[config.mk]
export PLATFORM = sky130hd
export DESIGN_NAME = dsau_top
export DESIGN_NICKNAME = d
export VERILOG_FILES = /design/src/dsau_pkg.sv /design/src/dsau_lane.sv /design/src/dsau_decode.sv /design/src/dsau_top.sv
export VERILOG_INCLUDE_DIRS = /design/src
export SDC_FILE = /design/constraint.sdc
export NUM_CORES = 1
export LEC_CHECK = 0
export BUFFER_PORTS_ARGS = -buffer_cell sky130_fd_sc_hd__buf_2
export CAP_MARGIN = 40
export CORE_MARGIN = 2
export CORE_UTILIZATION = 24
export CTS_BUF_LIST = sky130_fd_sc_hd__clkbuf_8
export DETAILED_ROUTE_END_ITERATION = 16
export SETUP_SLACK_MARGIN = 0.02
export SLEW_MARGIN = 30
export SYNTH_ARGS = -nofsm -noshare
export SYNTH_HDL_FRONTEND = slang
export SYNTH_SLANG_ARGS = --single-unit
[constraint.sdc]
create_clock -name ref_clk_in -period 5.4 [get_ports ref_clk_in]
set_input_delay 0.54 -clock ref_clk_in [delete_from_list [all_inputs] [get_ports ref_clk_in]]
set_output_delay 0.54 -clock ref_clk_in [all_outputs]
set_load 0.02 [all_outputs]
[src/dsau_regs.svh]
// Address map, offsets and constants of the data-space access unit.
`ifndef DSAU_REGS_SVH
`define DSAU_REGS_SVH

// ----------------------------------------------------------------------
// Working registers mapped into the data space.
// ----------------------------------------------------------------------
`define DSAU_WORK_REG_0_OFS 16'h0000
`define DSAU_WORK_REG_1_OFS 16'h0005
`define DSAU_WORK_REG_2_OFS 16'h0004
`define DSAU_WORK_REG_3_OFS 16'h9000
`define DSAU_WORK_REG_4_OFS 16'h8000
`define DSAU_WORK_REG_5_OFS 16'h000a
`define DSAU_WORK_REG_6_OFS 16'h000c
`define DSAU_WORK_REG_7_OFS 16'h3000
`define DSAU_WREG_RST 16'h0000
`define DSAU_NUM_WREG 8

// ----------------------------------------------------------------------
// Data space regions.
// ----------------------------------------------------------------------
`define DSAU_SFR_HI 16'h07ff
`define DSAU_NEAR_HI 16'h1fff
`define DSAU_RAM_LO 16'h0800
`define DSAU_RAM_HI 16'h27ff
`define DSAU_EDS_LO 16'h8000
// One bit per 32-byte control-register region, set where one exists.
`define DSAU_SFR_IMPL_MAP 64'h0c77_b040_67e7_6f7f
`define DSAU_REGION_LSB 5
`define DSAU_REGION_MSB 10
`define DSAU_NEAR_BITS 13

// ----------------------------------------------------------------------
// Pointer steps and byte lanes.
// ----------------------------------------------------------------------
`define DSAU_STEP_BYTE 16'h0001
`define DSAU_STEP_WORD 16'h0002
`define DSAU_SIGN_BIT 7
`define DSAU_BYTE_ZERO 8'h00
`define DSAU_BYTE_ONES 8'hff
`define DSAU_WORD_ZERO 16'h0000

`endif

[src/dsau_pkg.sv]
// Types shared by the data-space access unit modules.
package dsau_pkg;

  // Address mode of an access, Gray coded.
  typedef enum logic [1:0] {
    DSAU_MODE_INDIRECT = 2'b00,
    DSAU_MODE_POSTINC = 2'b01,
    DSAU_MODE_NEAR = 2'b11,
    DSAU_MODE_FULL = 2'b10
  } dsau_mode_type;

  // Working register operation, Gray coded.
  typedef enum logic [2:0] {
    DSAU_OP_NONE = 3'b000,
    DSAU_OP_LOAD_WORD = 3'b001,
    DSAU_OP_LOAD_BYTE = 3'b011,
    DSAU_OP_SIGN_EXT = 3'b010,
    DSAU_OP_ZERO_EXT = 3'b110
  } dsau_regop_type;

  // Where a read answer comes from.
  typedef enum logic [2:0] {
    DSAU_SRC_ZERO = 3'b000,
    DSAU_SRC_RAM = 3'b001,
    DSAU_SRC_PER = 3'b011,
    DSAU_SRC_EDS = 3'b010,
    DSAU_SRC_WREG = 3'b110
  } dsau_src_type;

endpackage

[src/dsau_lane.sv]
// Byte lane steering for reads and writes of the data space.
`timescale 1ns/1ps
`default_nettype none
`include "dsau_regs.svh"
module dsau_lane (
  input wire logic [15:0] rd_word_in,
  input wire logic rd_byte_in,
  input wire logic rd_a0_in,
  input wire logic [15:0] wr_data_in,
  input wire logic wr_byte_in,
  input wire logic wr_a0_in,
  output logic [15:0] rd_data_out,
  output logic [15:0] wr_word_out,
  output logic wr_lo_out,
  output logic wr_hi_out
);
  // Selected byte always lands on the low lane, upper lane reads zero.
  wire logic [7:0] rd_sel_byte = rd_a0_in ? rd_word_in[15:8] :
                                            rd_word_in[7:0];
  assign rd_data_out = rd_byte_in ? {`DSAU_BYTE_ZERO, rd_sel_byte} :
                                    rd_word_in;
  // A byte write is copied to both lanes; only one strobe fires.
  assign wr_word_out = wr_byte_in ? {wr_data_in[7:0], wr_data_in[7:0]} :
                                    wr_data_in;
  assign wr_lo_out = !wr_byte_in || !wr_a0_in;
  assign wr_hi_out = !wr_byte_in || wr_a0_in;
endmodule
`default_nettype wire

[src/dsau_decode.sv]
// Data space address decode: regions and mapped working registers.
`timescale 1ns/1ps
`default_nettype none
`include "dsau_regs.svh"
module dsau_decode (
  input wire logic [15:0] addr_in,
  output logic sfr_out,
  output logic sfr_impl_out,
  output logic ram_out,
  output logic eds_out,
  output logic wreg_hit_out,
  output logic [2:0] wreg_idx_out
);
  localparam logic [15:0] WREG_OFS [`DSAU_NUM_WREG] = '{
    `DSAU_WORK_REG_0_OFS, `DSAU_WORK_REG_1_OFS, `DSAU_WORK_REG_2_OFS, `DSAU_WORK_REG_3_OFS,
    `DSAU_WORK_REG_4_OFS, `DSAU_WORK_REG_5_OFS, `DSAU_WORK_REG_6_OFS, `DSAU_WORK_REG_7_OFS};
  localparam logic [63:0] IMPL_MAP = `DSAU_SFR_IMPL_MAP;

  // Region decode on the byte address.
  wire logic [5:0] region = addr_in[`DSAU_REGION_MSB:`DSAU_REGION_LSB];
  assign sfr_out = addr_in <= `DSAU_SFR_HI;
  assign sfr_impl_out = sfr_out && IMPL_MAP[region];
  assign ram_out = addr_in >= `DSAU_RAM_LO && addr_in <= `DSAU_RAM_HI;
  assign eds_out = addr_in >= `DSAU_EDS_LO;

  // Working registers match on the word address; lowest number wins.
  logic [`DSAU_NUM_WREG-1:0] hit;
  genvar gi;
  generate
    for (gi = 0; gi < `DSAU_NUM_WREG; gi++) begin : g_hit
      assign hit[gi] = addr_in[15:1] == WREG_OFS[gi][15:1];
    end
  endgenerate
  assign wreg_hit_out = |hit;
  always_comb begin
    wreg_idx_out = 3'h0;
    for (int i = `DSAU_NUM_WREG - 1; i >= 0; i--) begin
      if (hit[i]) begin
        wreg_idx_out = 3'(i);
      end
    end
  end
endmodule
`default_nettype wire

[src/dsau_top.sv]
// Data-space access unit: addressing, byte lanes, decode, working regs.
//
// Behaviour
// - Word of two bytes, low byte even address.
// - Post-increment adds one per byte, two per word.
// - Byte read selects by bit 0, low lane.
// - Shared word decode, separate byte write strobes.
// - Odd word address raises address error trap.
// - Misaligned read completes; misaligned write suppressed.
// - Byte load keeps the register's high byte.
// - Sign extend copies bit 7 upward.
// - Zero extend clears the high byte.
// - Near region reached by 13-bit direct field.
// - Move reaches whole space by 16-bit field.
// - Low 2 Kbytes decode as control registers.
// - Unimplemented control addresses read as zero.
// - Control registers tracked in 32-byte regions.
// - Data RAM occupies 0800h to 27FFh.
// - Upper half decodes as extended data window.
`timescale 1ns/1ps
`default_nettype none
`include "dsau_regs.svh"
module dsau_top (
  input wire logic ref_clk_in,
  input wire logic rstn_in,
  // Access request.
  input wire logic req_valid_in,
  input wire logic req_write_in,
  input wire logic req_byte_in,
  input wire dsau_pkg::dsau_mode_type req_mode_in,
  input wire logic [2:0] req_ptr_in,
  input wire logic [15:0] req_addr_in,
  input wire logic [15:0] req_wdata_in,
  // Working register operation.
  input wire dsau_pkg::dsau_regop_type reg_op_in,
  input wire logic [2:0] reg_sel_in,
  input wire logic [15:0] reg_data_in,
  input wire logic [2:0] reg_rd_sel_in,
  // Read words, valid while their enable is high.
  input wire logic [15:0] ram_rdata_in,
  input wire logic [15:0] per_rdata_in,
  input wire logic [15:0] eds_rdata_in,
  // Data RAM port.
  output logic ram_en_out,
  output logic ram_wr_lo_out,
  output logic ram_wr_hi_out,
  output logic [14:0] ram_addr_out,
  output logic [15:0] ram_wdata_out,
  // Control-register port.
  output logic per_en_out,
  output logic per_wr_lo_out,
  output logic per_wr_hi_out,
  output logic [14:0] per_addr_out,
  output logic [15:0] per_wdata_out,
  // Extended data window port.
  output logic eds_en_out,
  output logic eds_wr_lo_out,
  output logic eds_wr_hi_out,
  output logic [14:0] eds_addr_out,
  output logic [15:0] eds_wdata_out,
  // Read answer and register read port.
  output logic rd_valid_out,
  output logic [15:0] rd_data_out,
  output logic [15:0] reg_rdata_out,
  // Exception event.
  output logic addr_err_out,
  output logic addr_err_wr_out
);
  import dsau_pkg::*;

  // ----------------------------------------------------------------------
  // Declarations.
  // ----------------------------------------------------------------------
  logic [15:0] wreg_r [`DSAU_NUM_WREG];
  logic ram_en_r, ram_wr_lo_r, ram_wr_hi_r;
  logic per_en_r, per_wr_lo_r, per_wr_hi_r;
  logic eds_en_r, eds_wr_lo_r, eds_wr_hi_r;
  logic [14:0] word_addr_r;
  logic [15:0] wdata_r;
  logic rd_valid_r;
  logic [15:0] rd_data_r, reg_rdata_r;
  logic addr_err_r, addr_err_wr_r;
  logic p1_rd_r, p1_byte_r, p1_a0_r;
  dsau_src_type p1_src_r;
  logic [15:0] p1_wreg_r;
  logic sfr_hit, sfr_impl, ram_hit, eds_hit, wreg_hit;
  logic [2:0] wreg_idx;
  logic [15:0] lane_rd, lane_wr;
  logic lane_lo, lane_hi;

  // ----------------------------------------------------------------------
  // Effective address generation.
  // ----------------------------------------------------------------------
  // Near mode carries only 13 address bits, so it cannot leave 0000h-1FFFh.
  wire logic [15:0] near_ea = {3'h0, req_addr_in[`DSAU_NEAR_BITS-1:0]};
  wire logic [15:0] ptr_val = wreg_r[req_ptr_in];
  wire logic indirect = req_mode_in == DSAU_MODE_INDIRECT ||
                        req_mode_in == DSAU_MODE_POSTINC;
  // Full mode takes the whole 16-bit field.
  wire logic [15:0] ea = indirect ? ptr_val :
                         (req_mode_in == DSAU_MODE_NEAR) ? near_ea :
                         req_addr_in;

  // Step through byte-addressed memory by the operand size.
  wire logic [15:0] ptr_step = req_byte_in ? `DSAU_STEP_BYTE :
                                             `DSAU_STEP_WORD;
  wire logic ptr_inc = req_valid_in && req_mode_in == DSAU_MODE_POSTINC;
  wire logic [15:0] ptr_next = 16'(ptr_val + ptr_step);

  // ----------------------------------------------------------------------
  // Alignment check.
  // ----------------------------------------------------------------------
  // A word access must sit at an even byte address.
  wire logic misaligned = req_valid_in && !req_byte_in && ea[0];
  // A misaligned write is dropped: no port enable and no lane strobe.
  wire logic do_write = req_valid_in && req_write_in && !misaligned;
  // A misaligned read is still carried out on the containing word.
  wire logic do_read = req_valid_in && !req_write_in;

  // ----------------------------------------------------------------------
  // Address decode and lane steering.
  // ----------------------------------------------------------------------
  dsau_decode u_decode (
    .addr_in(ea),
    .sfr_out(sfr_hit),
    .sfr_impl_out(sfr_impl),
    .ram_out(ram_hit),
    .eds_out(eds_hit),
    .wreg_hit_out(wreg_hit),
    .wreg_idx_out(wreg_idx)
  );

  // Word of stage 1, picked by where the access landed.
  wire logic [15:0] p1_word = (p1_src_r == DSAU_SRC_RAM) ? ram_rdata_in :
                              (p1_src_r == DSAU_SRC_PER) ? per_rdata_in :
                              (p1_src_r == DSAU_SRC_EDS) ? eds_rdata_in :
                              (p1_src_r == DSAU_SRC_WREG) ? p1_wreg_r :
                              `DSAU_WORD_ZERO;

  dsau_lane u_lane (
    .rd_word_in(p1_word),
    .rd_byte_in(p1_byte_r),
    .rd_a0_in(p1_a0_r),
    .wr_data_in(req_wdata_in),
    .wr_byte_in(req_byte_in),
    .wr_a0_in(ea[0]),
    .rd_data_out(lane_rd),
    .wr_word_out(lane_wr),
    .wr_lo_out(lane_lo),
    .wr_hi_out(lane_hi)
  );

  // Target selection; mapped working registers shadow every region.
  wire logic tgt_wreg = wreg_hit;
  wire logic tgt_eds = !wreg_hit && eds_hit;
  wire logic tgt_ram = !wreg_hit && ram_hit;
  // Only regions that hold real registers reach the control port.
  wire logic tgt_per = !wreg_hit && sfr_impl;
  wire dsau_src_type src_nxt = tgt_wreg ? DSAU_SRC_WREG :
                               tgt_eds ? DSAU_SRC_EDS :
                               tgt_ram ? DSAU_SRC_RAM :
                               tgt_per ? DSAU_SRC_PER :
                               DSAU_SRC_ZERO;
  // Empty control regions read zero.
  wire logic unused_sfr = sfr_hit && !sfr_impl;

  // Per-lane strobes shared by every target.
  wire logic wr_lo_nxt = do_write && lane_lo;
  wire logic wr_hi_nxt = do_write && lane_hi;

  // ----------------------------------------------------------------------
  // Memory port strobes.
  // ----------------------------------------------------------------------
  // Enables last one cycle; the word address drops byte address bit 0.
  always_ff @(posedge ref_clk_in or negedge rstn_in) begin
    if (!rstn_in) begin
      ram_en_r <= 1'b0;
      ram_wr_lo_r <= 1'b0;
      ram_wr_hi_r <= 1'b0;
      per_en_r <= 1'b0;
      per_wr_lo_r <= 1'b0;
      per_wr_hi_r <= 1'b0;
      eds_en_r <= 1'b0;
      eds_wr_lo_r <= 1'b0;
      eds_wr_hi_r <= 1'b0;
    end else begin
      ram_en_r <= tgt_ram && (do_read || do_write);
      ram_wr_lo_r <= tgt_ram && wr_lo_nxt;
      ram_wr_hi_r <= tgt_ram && wr_hi_nxt;
      per_en_r <= tgt_per && (do_read || do_write);
      per_wr_lo_r <= tgt_per && wr_lo_nxt;
      per_wr_hi_r <= tgt_per && wr_hi_nxt;
      eds_en_r <= tgt_eds && (do_read || do_write);
      eds_wr_lo_r <= tgt_eds && wr_lo_nxt;
      eds_wr_hi_r <= tgt_eds && wr_hi_nxt;
    end
  end

  // Address and data are shared by the three ports.
  always_ff @(posedge ref_clk_in or negedge rstn_in) begin
    if (!rstn_in) begin
      word_addr_r <= 15'h0000;
      wdata_r <= `DSAU_WORD_ZERO;
    end else begin
      word_addr_r <= ea[15:1];
      wdata_r <= lane_wr;
    end
  end

  // ----------------------------------------------------------------------
  // Read pipeline.
  // ----------------------------------------------------------------------
  // Stage 1 keeps what stage 2 needs to align the byte.
  always_ff @(posedge ref_clk_in or negedge rstn_in) begin
    if (!rstn_in) begin
      p1_rd_r <= 1'b0;
      p1_byte_r <= 1'b0;
      p1_a0_r <= 1'b0;
      p1_src_r <= DSAU_SRC_ZERO;
      p1_wreg_r <= `DSAU_WORD_ZERO;
    end else begin
      p1_rd_r <= do_read;
      p1_byte_r <= req_byte_in;
      p1_a0_r <= ea[0];
      p1_src_r <= unused_sfr ? DSAU_SRC_ZERO : src_nxt;
      p1_wreg_r <= wreg_r[wreg_idx];
    end
  end

  // Stage 2 holds the answer for one cycle per read.
  always_ff @(posedge ref_clk_in or negedge rstn_in) begin
    if (!rstn_in) begin
      rd_valid_r <= 1'b0;
      rd_data_r <= `DSAU_WORD_ZERO;
    end else begin
      rd_valid_r <= p1_rd_r;
      rd_data_r <= p1_rd_r ? lane_rd : `DSAU_WORD_ZERO;
    end
  end

  // ----------------------------------------------------------------------
  // Address error event.
  // ----------------------------------------------------------------------
  // One pulse per fault, flagged if a write caused it.
  always_ff @(posedge ref_clk_in or negedge rstn_in) begin
    if (!rstn_in) begin
      addr_err_r <= 1'b0;
      addr_err_wr_r <= 1'b0;
    end else begin
      addr_err_r <= misaligned;
      addr_err_wr_r <= misaligned && req_write_in;
    end
  end

  // ----------------------------------------------------------------------
  // Working registers.
  // ----------------------------------------------------------------------
  // Priority per register: execution-unit operation, then mapped write,
  // then post-increment. A clash is a sequencing fault upstream, so the
  // cheap fixed order is preferred to stalling.
  genvar gi;
  generate
    for (gi = 0; gi < `DSAU_NUM_WREG; gi++) begin : g_wreg
      logic [15:0] cur;
      logic [15:0] wreg_nxt;
      logic op_hit, map_lo, map_hi, inc_hit;
      assign cur = wreg_r[gi];
      assign op_hit = reg_op_in != DSAU_OP_NONE && reg_sel_in == 3'(gi);
      assign map_lo = tgt_wreg && wreg_idx == 3'(gi) && wr_lo_nxt;
      assign map_hi = tgt_wreg && wreg_idx == 3'(gi) && wr_hi_nxt;
      assign inc_hit = ptr_inc && req_ptr_in == 3'(gi);

      always_comb begin
        wreg_nxt = cur;
        if (op_hit) begin
          case (reg_op_in)
            DSAU_OP_LOAD_WORD: begin
              wreg_nxt = reg_data_in;
            end
            DSAU_OP_LOAD_BYTE: begin
              wreg_nxt = {cur[15:8], reg_data_in[7:0]};
            end
            DSAU_OP_SIGN_EXT: begin
              wreg_nxt = {cur[`DSAU_SIGN_BIT] ? `DSAU_BYTE_ONES :
                          `DSAU_BYTE_ZERO, cur[7:0]};
            end
            DSAU_OP_ZERO_EXT: begin
              wreg_nxt = {`DSAU_BYTE_ZERO, cur[7:0]};
            end
            default: begin
              wreg_nxt = cur;
            end
          endcase
        end else if (map_lo || map_hi) begin
          // Only the strobed lane changes, as for memory.
          wreg_nxt = {map_hi ? lane_wr[15:8] : cur[15:8],
                      map_lo ? lane_wr[7:0] : cur[7:0]};
        end else if (inc_hit) begin
          wreg_nxt = ptr_next;
        end
      end

      always_ff @(posedge ref_clk_in or negedge rstn_in) begin
        if (!rstn_in) begin
          wreg_r[gi] <= `DSAU_WREG_RST;
        end else begin
          wreg_r[gi] <= wreg_nxt;
        end
      end
    end
  endgenerate

  // Register read port, one cycle behind its select.
  always_ff @(posedge ref_clk_in or negedge rstn_in) begin
    if (!rstn_in) begin
      reg_rdata_r <= `DSAU_WORD_ZERO;
    end else begin
      reg_rdata_r <= wreg_r[reg_rd_sel_in];
    end
  end

  // ----------------------------------------------------------------------
  // Outputs.
  // ----------------------------------------------------------------------
  assign ram_en_out = ram_en_r;
  assign ram_wr_lo_out = ram_wr_lo_r;
  assign ram_wr_hi_out = ram_wr_hi_r;
  assign ram_addr_out = word_addr_r;
  assign ram_wdata_out = wdata_r;
  assign per_en_out = per_en_r;
  assign per_wr_lo_out = per_wr_lo_r;
  assign per_wr_hi_out = per_wr_hi_r;
  assign per_addr_out = word_addr_r;
  assign per_wdata_out = wdata_r;
  assign eds_en_out = eds_en_r;
  assign eds_wr_lo_out = eds_wr_lo_r;
  assign eds_wr_hi_out = eds_wr_hi_r;
  assign eds_addr_out = word_addr_r;
  assign eds_wdata_out = wdata_r;
  assign rd_valid_out = rd_valid_r;
  assign rd_data_out = rd_data_r;
  assign reg_rdata_out = reg_rdata_r;
  assign addr_err_out = addr_err_r;
  assign addr_err_wr_out = addr_err_wr_r;
endmodule
`default_nettype wire

==> report_table.html <==
<table>
<tr><th>Metric</th><th>Value</th></tr>
<tr><th colspan="2">Timing</th></tr>
<tr><td>Endpoints failing hold</td><td>0</td></tr>
<tr><td>Setup TNS Final</td><td>0 ns</td></tr>
<tr><td>Actual slew at the worst max-slew pin</td><td>between 0.9 and 1 ns</td></tr>
<tr><td>Final count of pins violating max slew</td><td>0</td></tr>
<tr><td>Final worst hold slack</td><td>roughly 0.095 ns</td></tr>
<tr><td>Min cycle time layout</td><td>4.36 ns</td></tr>
<tr><td>Final critical-path setup slack</td><td>1.04 ns</td></tr>
<tr><td>Worst Skew</td><td>between 0.03 and 0.04 ns</td></tr>
<tr><td>Unrepaired setup endpoints after global routing</td><td>no</td></tr>
<tr><td>Slew HR</td><td>a little under two fifths</td></tr>
<tr><td>Final setup violation count</td><td>0</td></tr>
<tr><td>Final period utilization</td><td>80.6%</td></tr>
<tr><td>Max Clk Rate</td><td>230 MHz</td></tr>
<tr><th colspan="2">Die</th></tr>
<tr><td>IO Pins</td><td>252</td></tr>
<tr><td>Vertical die dimension</td><td>approximately 260 µm</td></tr>
<tr><td>Full die area</td><td>67,700 µm²</td></tr>
<tr><td>Effective utilization at floorplan</td><td>24.4%</td></tr>
<tr><td>Horizontal extent of the die</td><td>about 260 µm</td></tr>
<tr><td>Core Area</td><td>around 65,000 µm²</td></tr>
<tr><td>Core Rows</td><td>a little over 90</td></tr>
<tr><th colspan="2">Place</th></tr>
<tr><td>Global placement routability congestion</td><td>~0.94</td></tr>
<tr><td>Post-place setup slack</td><td>roughly 0.70 ns</td></tr>
<tr><td>Placed wire-length estimate after detailed placement</td><td>roughly 48,000 µm</td></tr>
<tr><td>Number of buffers added on ports</td><td>approximately 250</td></tr>
<tr><th colspan="2">Hold path</th></tr>
<tr><td>Cell depth of the worst hold path</td><td>2</td></tr>
<tr><td>Min-Delay Startpoint</td><td>req_write_in</td></tr>
<tr><td>Worst Hold Endpoint</td><td>p1_rd_r</td></tr>
<tr><td>Worst min path class</td><td>primary input to register</td></tr>
<tr><th colspan="2">Pwr</th></tr>
<tr><td>Power, Total</td><td>8.33 mW</td></tr>
<tr><td>Power density cells</td><td>approximately 450 nW/µm²</td></tr>
<tr><td>Static power due to leakage</td><td>slightly above 8 nW</td></tr>
<tr><td>Max IR drop VDD</td><td>0.161 mV</td></tr>
<tr><th colspan="2">GRT</th></tr>
<tr><td>Antenna violations before repair</td><td>10</td></tr>
<tr><td>Global routing usage on met3</td><td>approximately 5.3%</td></tr>
<tr><td>Number of global-route vias before repair</td><td>13,500</td></tr>
<tr><td>Combined global-route utilization of all metal layers</td><td>about a fifth</td></tr>
<tr><td>Wire length of the first global-routing pass</td><td>between 90,000 and 100,000 µm</td></tr>
<tr><td>Global Route met1 Usage</td><td>between 20% and 30%</td></tr>
<tr><td>Met2 demand-to-capacity share in global routing</td><td>between 20% and 30%</td></tr>
<tr><td>Most used routing layer</td><td>met2</td></tr>
<tr><td>Maximum number of pins on one net before global-route repair</td><td>between 100 and 150</td></tr>
<tr><td>Residual overflow from global routing</td><td>0</td></tr>
<tr><th colspan="2">Setup path</th></tr>
<tr><td>Register-to-Register Setup Slack</td><td>1.04 ns</td></tr>
<tr><td>Worst Reg-to-Reg Cells</td><td>14</td></tr>
<tr><td>Data required time of the critical path</td><td>~6 ns</td></tr>
<tr><td>Arrival @ worst endpoint</td><td>around 5 ns</td></tr>
<tr><td>R2r endpoint</td><td>g_wreg[3].cur[1]</td></tr>
<tr><td>Kind of end point of the critical path</td><td>register</td></tr>
<tr><td>Critical Setup Path Class</td><td>register to register</td></tr>
<tr><td>Critical R2R Launch</td><td>g_wreg[7].cur[5]</td></tr>
<tr><td>Crit-path max FO</td><td>10</td></tr>
<tr><td>Worst Setup Start Kind</td><td>register</td></tr>
<tr><th colspan="2">Detailed routing</th></tr>
<tr><td>Drt drc</td><td>0</td></tr>
<tr><td>First-iteration detailed-routing DRC count</td><td>2,059</td></tr>
<tr><td>Count of antenna-violating nets left after detailed routing</td><td>0</td></tr>
<tr><td>Wire length per cell</td><td>around 25 µm</td></tr>
<tr><td>Average vias per placed instance</td><td>about 5.4</td></tr>
<tr><td>Total number of vias</td><td>between 10,000 and 15,000</td></tr>
<tr><td>Iteration count of the initial detailed-routing pass</td><td>7</td></tr>
<tr><td>Total wire length</td><td>approximately 66,000 µm</td></tr>
<tr><th colspan="2">CTS</th></tr>
<tr><td>TritonCTS clock tree</td><td>done</td></tr>
<tr><td>H-tree levels</td><td>2</td></tr>
<tr><td>Clock buffer count from CTS</td><td>between 40 and 50</td></tr>
<tr><td>Clock tree sinks</td><td>roughly 230</td></tr>
<tr><td>Number of setup buffers added after CTS</td><td>0</td></tr>
<tr><td>Maximum count of clock buffers along a single path</td><td>3</td></tr>
<tr><td>Hold_buf cts</td><td>1</td></tr>
<tr><td>Clock Latency Late Sink</td><td>between 0.6 and 0.7 ns</td></tr>
<tr><td>Cell at the root of the clock tree</td><td>sky130_fd_sc_hd__clkbuf_8</td></tr>
<tr><td>Post-CTS Resized</td><td>0</td></tr>
<tr><td>Post-CTS clock slew at the launch and capture registers of the worst setup and hold paths</td><td>about 0.06 ns</td></tr>
<tr><th colspan="2">Logic synthesis</th></tr>
<tr><td>Post-Synthesis Net Count</td><td>about 1,700</td></tr>
<tr><td>Distinct cells, synth</td><td>between 80 and 90</td></tr>
<tr><td>Fraction of post-synthesis cell area in the top cell type by area</td><td>between 30% and 40%</td></tr>
<tr><td>Number of storage elements in the synthesis netlist</td><td>225</td></tr>
<tr><td>Area of the mapped netlist</td><td>15,800 µm²</td></tr>
<tr><td>Post-synthesis sequential area ratio</td><td>between 30% and 40%</td></tr>
<tr><td>Post-synth EDFFs</td><td>0</td></tr>
<tr><td>Biggest area contributors in the synthesized netlist</td><td>sky130_fd_sc_hd__dfrtp_1 36%, sky130_fd_sc_hd__mux2i_1 11%, sky130_fd_sc_hd__mux2_2 9.5%</td></tr>
<tr><td>Top post-synthesis cells by count</td><td>225 x sky130_fd_sc_hd__dfrtp_1, 180 x sky130_fd_sc_hd__mux2i_1, 147 x sky130_fd_sc_hd__nor2_1, 133 x sky130_fd_sc_hd__mux2_2, 116 x sky130_fd_sc_hd__a21oi_1</td></tr>
<tr><td>Most common cell in the synthesized netlist</td><td>sky130_fd_sc_hd__dfrtp_1</td></tr>
<tr><td>Post-synth top flop</td><td>sky130_fd_sc_hd__dfrtp_1</td></tr>
<tr><td>Gate count after technology mapping</td><td>roughly 1,600</td></tr>
<tr><td>Largest area contributor in the netlist</td><td>sky130_fd_sc_hd__dfrtp_1</td></tr>
<tr><td>Syn. warnings</td><td>0</td></tr>
<tr><td>Fraction of registers with async set or reset after synthesis</td><td>between 90% and 100%</td></tr>
<tr><td>Post-synthesis average cell area</td><td>between 10 and 15 µm²</td></tr>
<tr><th colspan="2">Layout</th></tr>
<tr><td>Layout cell share with drive strength beyond 1</td><td>33.9%</td></tr>
<tr><td>Post-synthesis to final-layout area growth</td><td>18.4%</td></tr>
<tr><td>Net count of the finished layout</td><td>approximately 1,900</td></tr>
<tr><td>Fin util</td><td>slightly below 30%</td></tr>
<tr><th colspan="2">Flow run</th></tr>
<tr><td>Max_cap viols</td><td>0</td></tr>
<tr><th colspan="2">Run status</th></tr>
<tr><td>Run status</td><td>complete, no violations</td></tr>
</table>
metal layers:
layer	vias up	wire length [µm]	share of wire, %
met4	16	1950	3.0
li1	6128	-	-
met3	155	7470	11
met1	7009	27200	41
met2	897	28900	44
met5	-	91	0.14
state kept, by name, indices dropped and copies added, names as in the netlist:
name and flops:
per_wr_lo_out 1, eds_addr_out 15, eds_wr_hi_out 1, p1_rd_r 1
p1_a0_r 1, eds_wdata_out 16, p1_src_r 3, reg_rdata_out 16
ram_wr_lo_out 1, rd_data_out 16, addr_err_out 1, g_wreg.cur 128
ram_wr_hi_out 1, ram_en_out 1, per_wr_hi_out 1, p1_byte_r 1
eds_wr_lo_out 1, rd_valid_out 1, per_en_out 1, eds_en_out 1
p1_wreg_r 16, addr_err_wr_out 1
cell type report:
cell class / instances / area, µm²
inverter: 25 / 93.8
timing repair buffer: 320 / 1840
multi-input combinational: 1137 / 9080
fill: 6889 / 46000
sequential: 225 / 5630
tap: 855 / 1070
clock inverter: 28 / 210
antenna: 2 / 5.00
clock buffer: 54 / 743
worst max-delay path, stage by stage (launching register included):
cell and delay [ns]:
sky130_fd_sc_hd__dfrtp_1 0.44, sky130_fd_sc_hd__mux4_2 0.49, sky130_fd_sc_hd__nand2_1 0.09, sky130_fd_sc_hd__nand2_1 0.18, sky130_fd_sc_hd__mux2i_1 0.40, sky130_fd_sc_hd__ha_1 0.26
sky130_fd_sc_hd__nand2_1 0.06, sky130_fd_sc_hd__nor3_1 0.18, sky130_fd_sc_hd__a41o_1 0.20, sky130_fd_sc_hd__nand2_1 0.25, sky130_fd_sc_hd__nor4_1 0.53, sky130_fd_sc_hd__o211ai_1 0.19
sky130_fd_sc_hd__o21ai_1 0.33, sky130_fd_sc_hd__buf_4 0.28, sky130_fd_sc_hd__mux2_2 0.36
logic make-up after synthesis:
logic type | Yosys count | synth area share (%)
compound gates | 340 | 15.1
mux | 369 | 28.5
flops | 225 | 35.7
fa+ha+maj | 7 | 0.603
buf+inv | 202 | 6.96
simple gates | 405 | 12.3
xor+xnor | 16 | 0.889
power breakdown:
part           total [mW]  switching (mW)  internal, mW
combinational        3.25            1.72          1.52
sequential           3.15           0.832          2.32
clock                1.93           0.875          1.06
total                8.33            3.43          4.90
worst max-delay path by stage:
stage                                start           endpoint  slack [ns]  cells after the start
final                     g_wreg[7].cur[5]   g_wreg[3].cur[1]        1.04                     14
after global routing      g_wreg[7].cur[5]   g_wreg[3].cur[5]        0.77                     14
after CTS                 g_wreg[7].cur[5]  g_wreg[6].cur[14]        1.13                     15
after detailed placement     req_ptr_in[0]  g_wreg[7].cur[14]        0.70                     16
after global placement       req_ptr_in[0]  g_wreg[7].cur[14]        0.80                     16
after floorplan              req_ptr_in[1]   g_wreg[7].cur[0]        0.86                     18
cell usage in the layout, fill, tap and decap left out, types with 14 or more instances in the layout:
cell and instances:
sky130_fd_sc_hd__nand2b_1 14, sky130_fd_sc_hd__a211oi_1 16, sky130_fd_sc_hd__nand2_1 102, sky130_fd_sc_hd__nor3_1 24, sky130_fd_sc_hd__o21ai_0 52, sky130_fd_sc_hd__buf_2 250
sky130_fd_sc_hd__mux4_2 44, sky130_fd_sc_hd__and2_1 23, sky130_fd_sc_hd__a221oi_1 14, sky130_fd_sc_hd__a21oi_1 116, sky130_fd_sc_hd__dfrtp_1 225, sky130_fd_sc_hd__mux2i_1 180
sky130_fd_sc_hd__a22oi_1 16, sky130_fd_sc_hd__mux2_2 133, sky130_fd_sc_hd__clkbuf_8 54, sky130_fd_sc_hd__a222oi_1 20, sky130_fd_sc_hd__inv_1 38, sky130_fd_sc_hd__nor2_1 146
sky130_fd_sc_hd__nor2b_1 14, sky130_fd_sc_hd__buf_4 61, sky130_fd_sc_hd__nand3_1 14
metrics by stage:
stage / cell area (µm²) / instances
final: 18700 / 2646
after global routing: 18700 / 2645
after CTS: 18600 / 2641
after detailed placement: 17700 / 2558
after global placement: 17600 / 2556
after floorplan: 15800 / 1564
(Power assumes the default switching activity.)
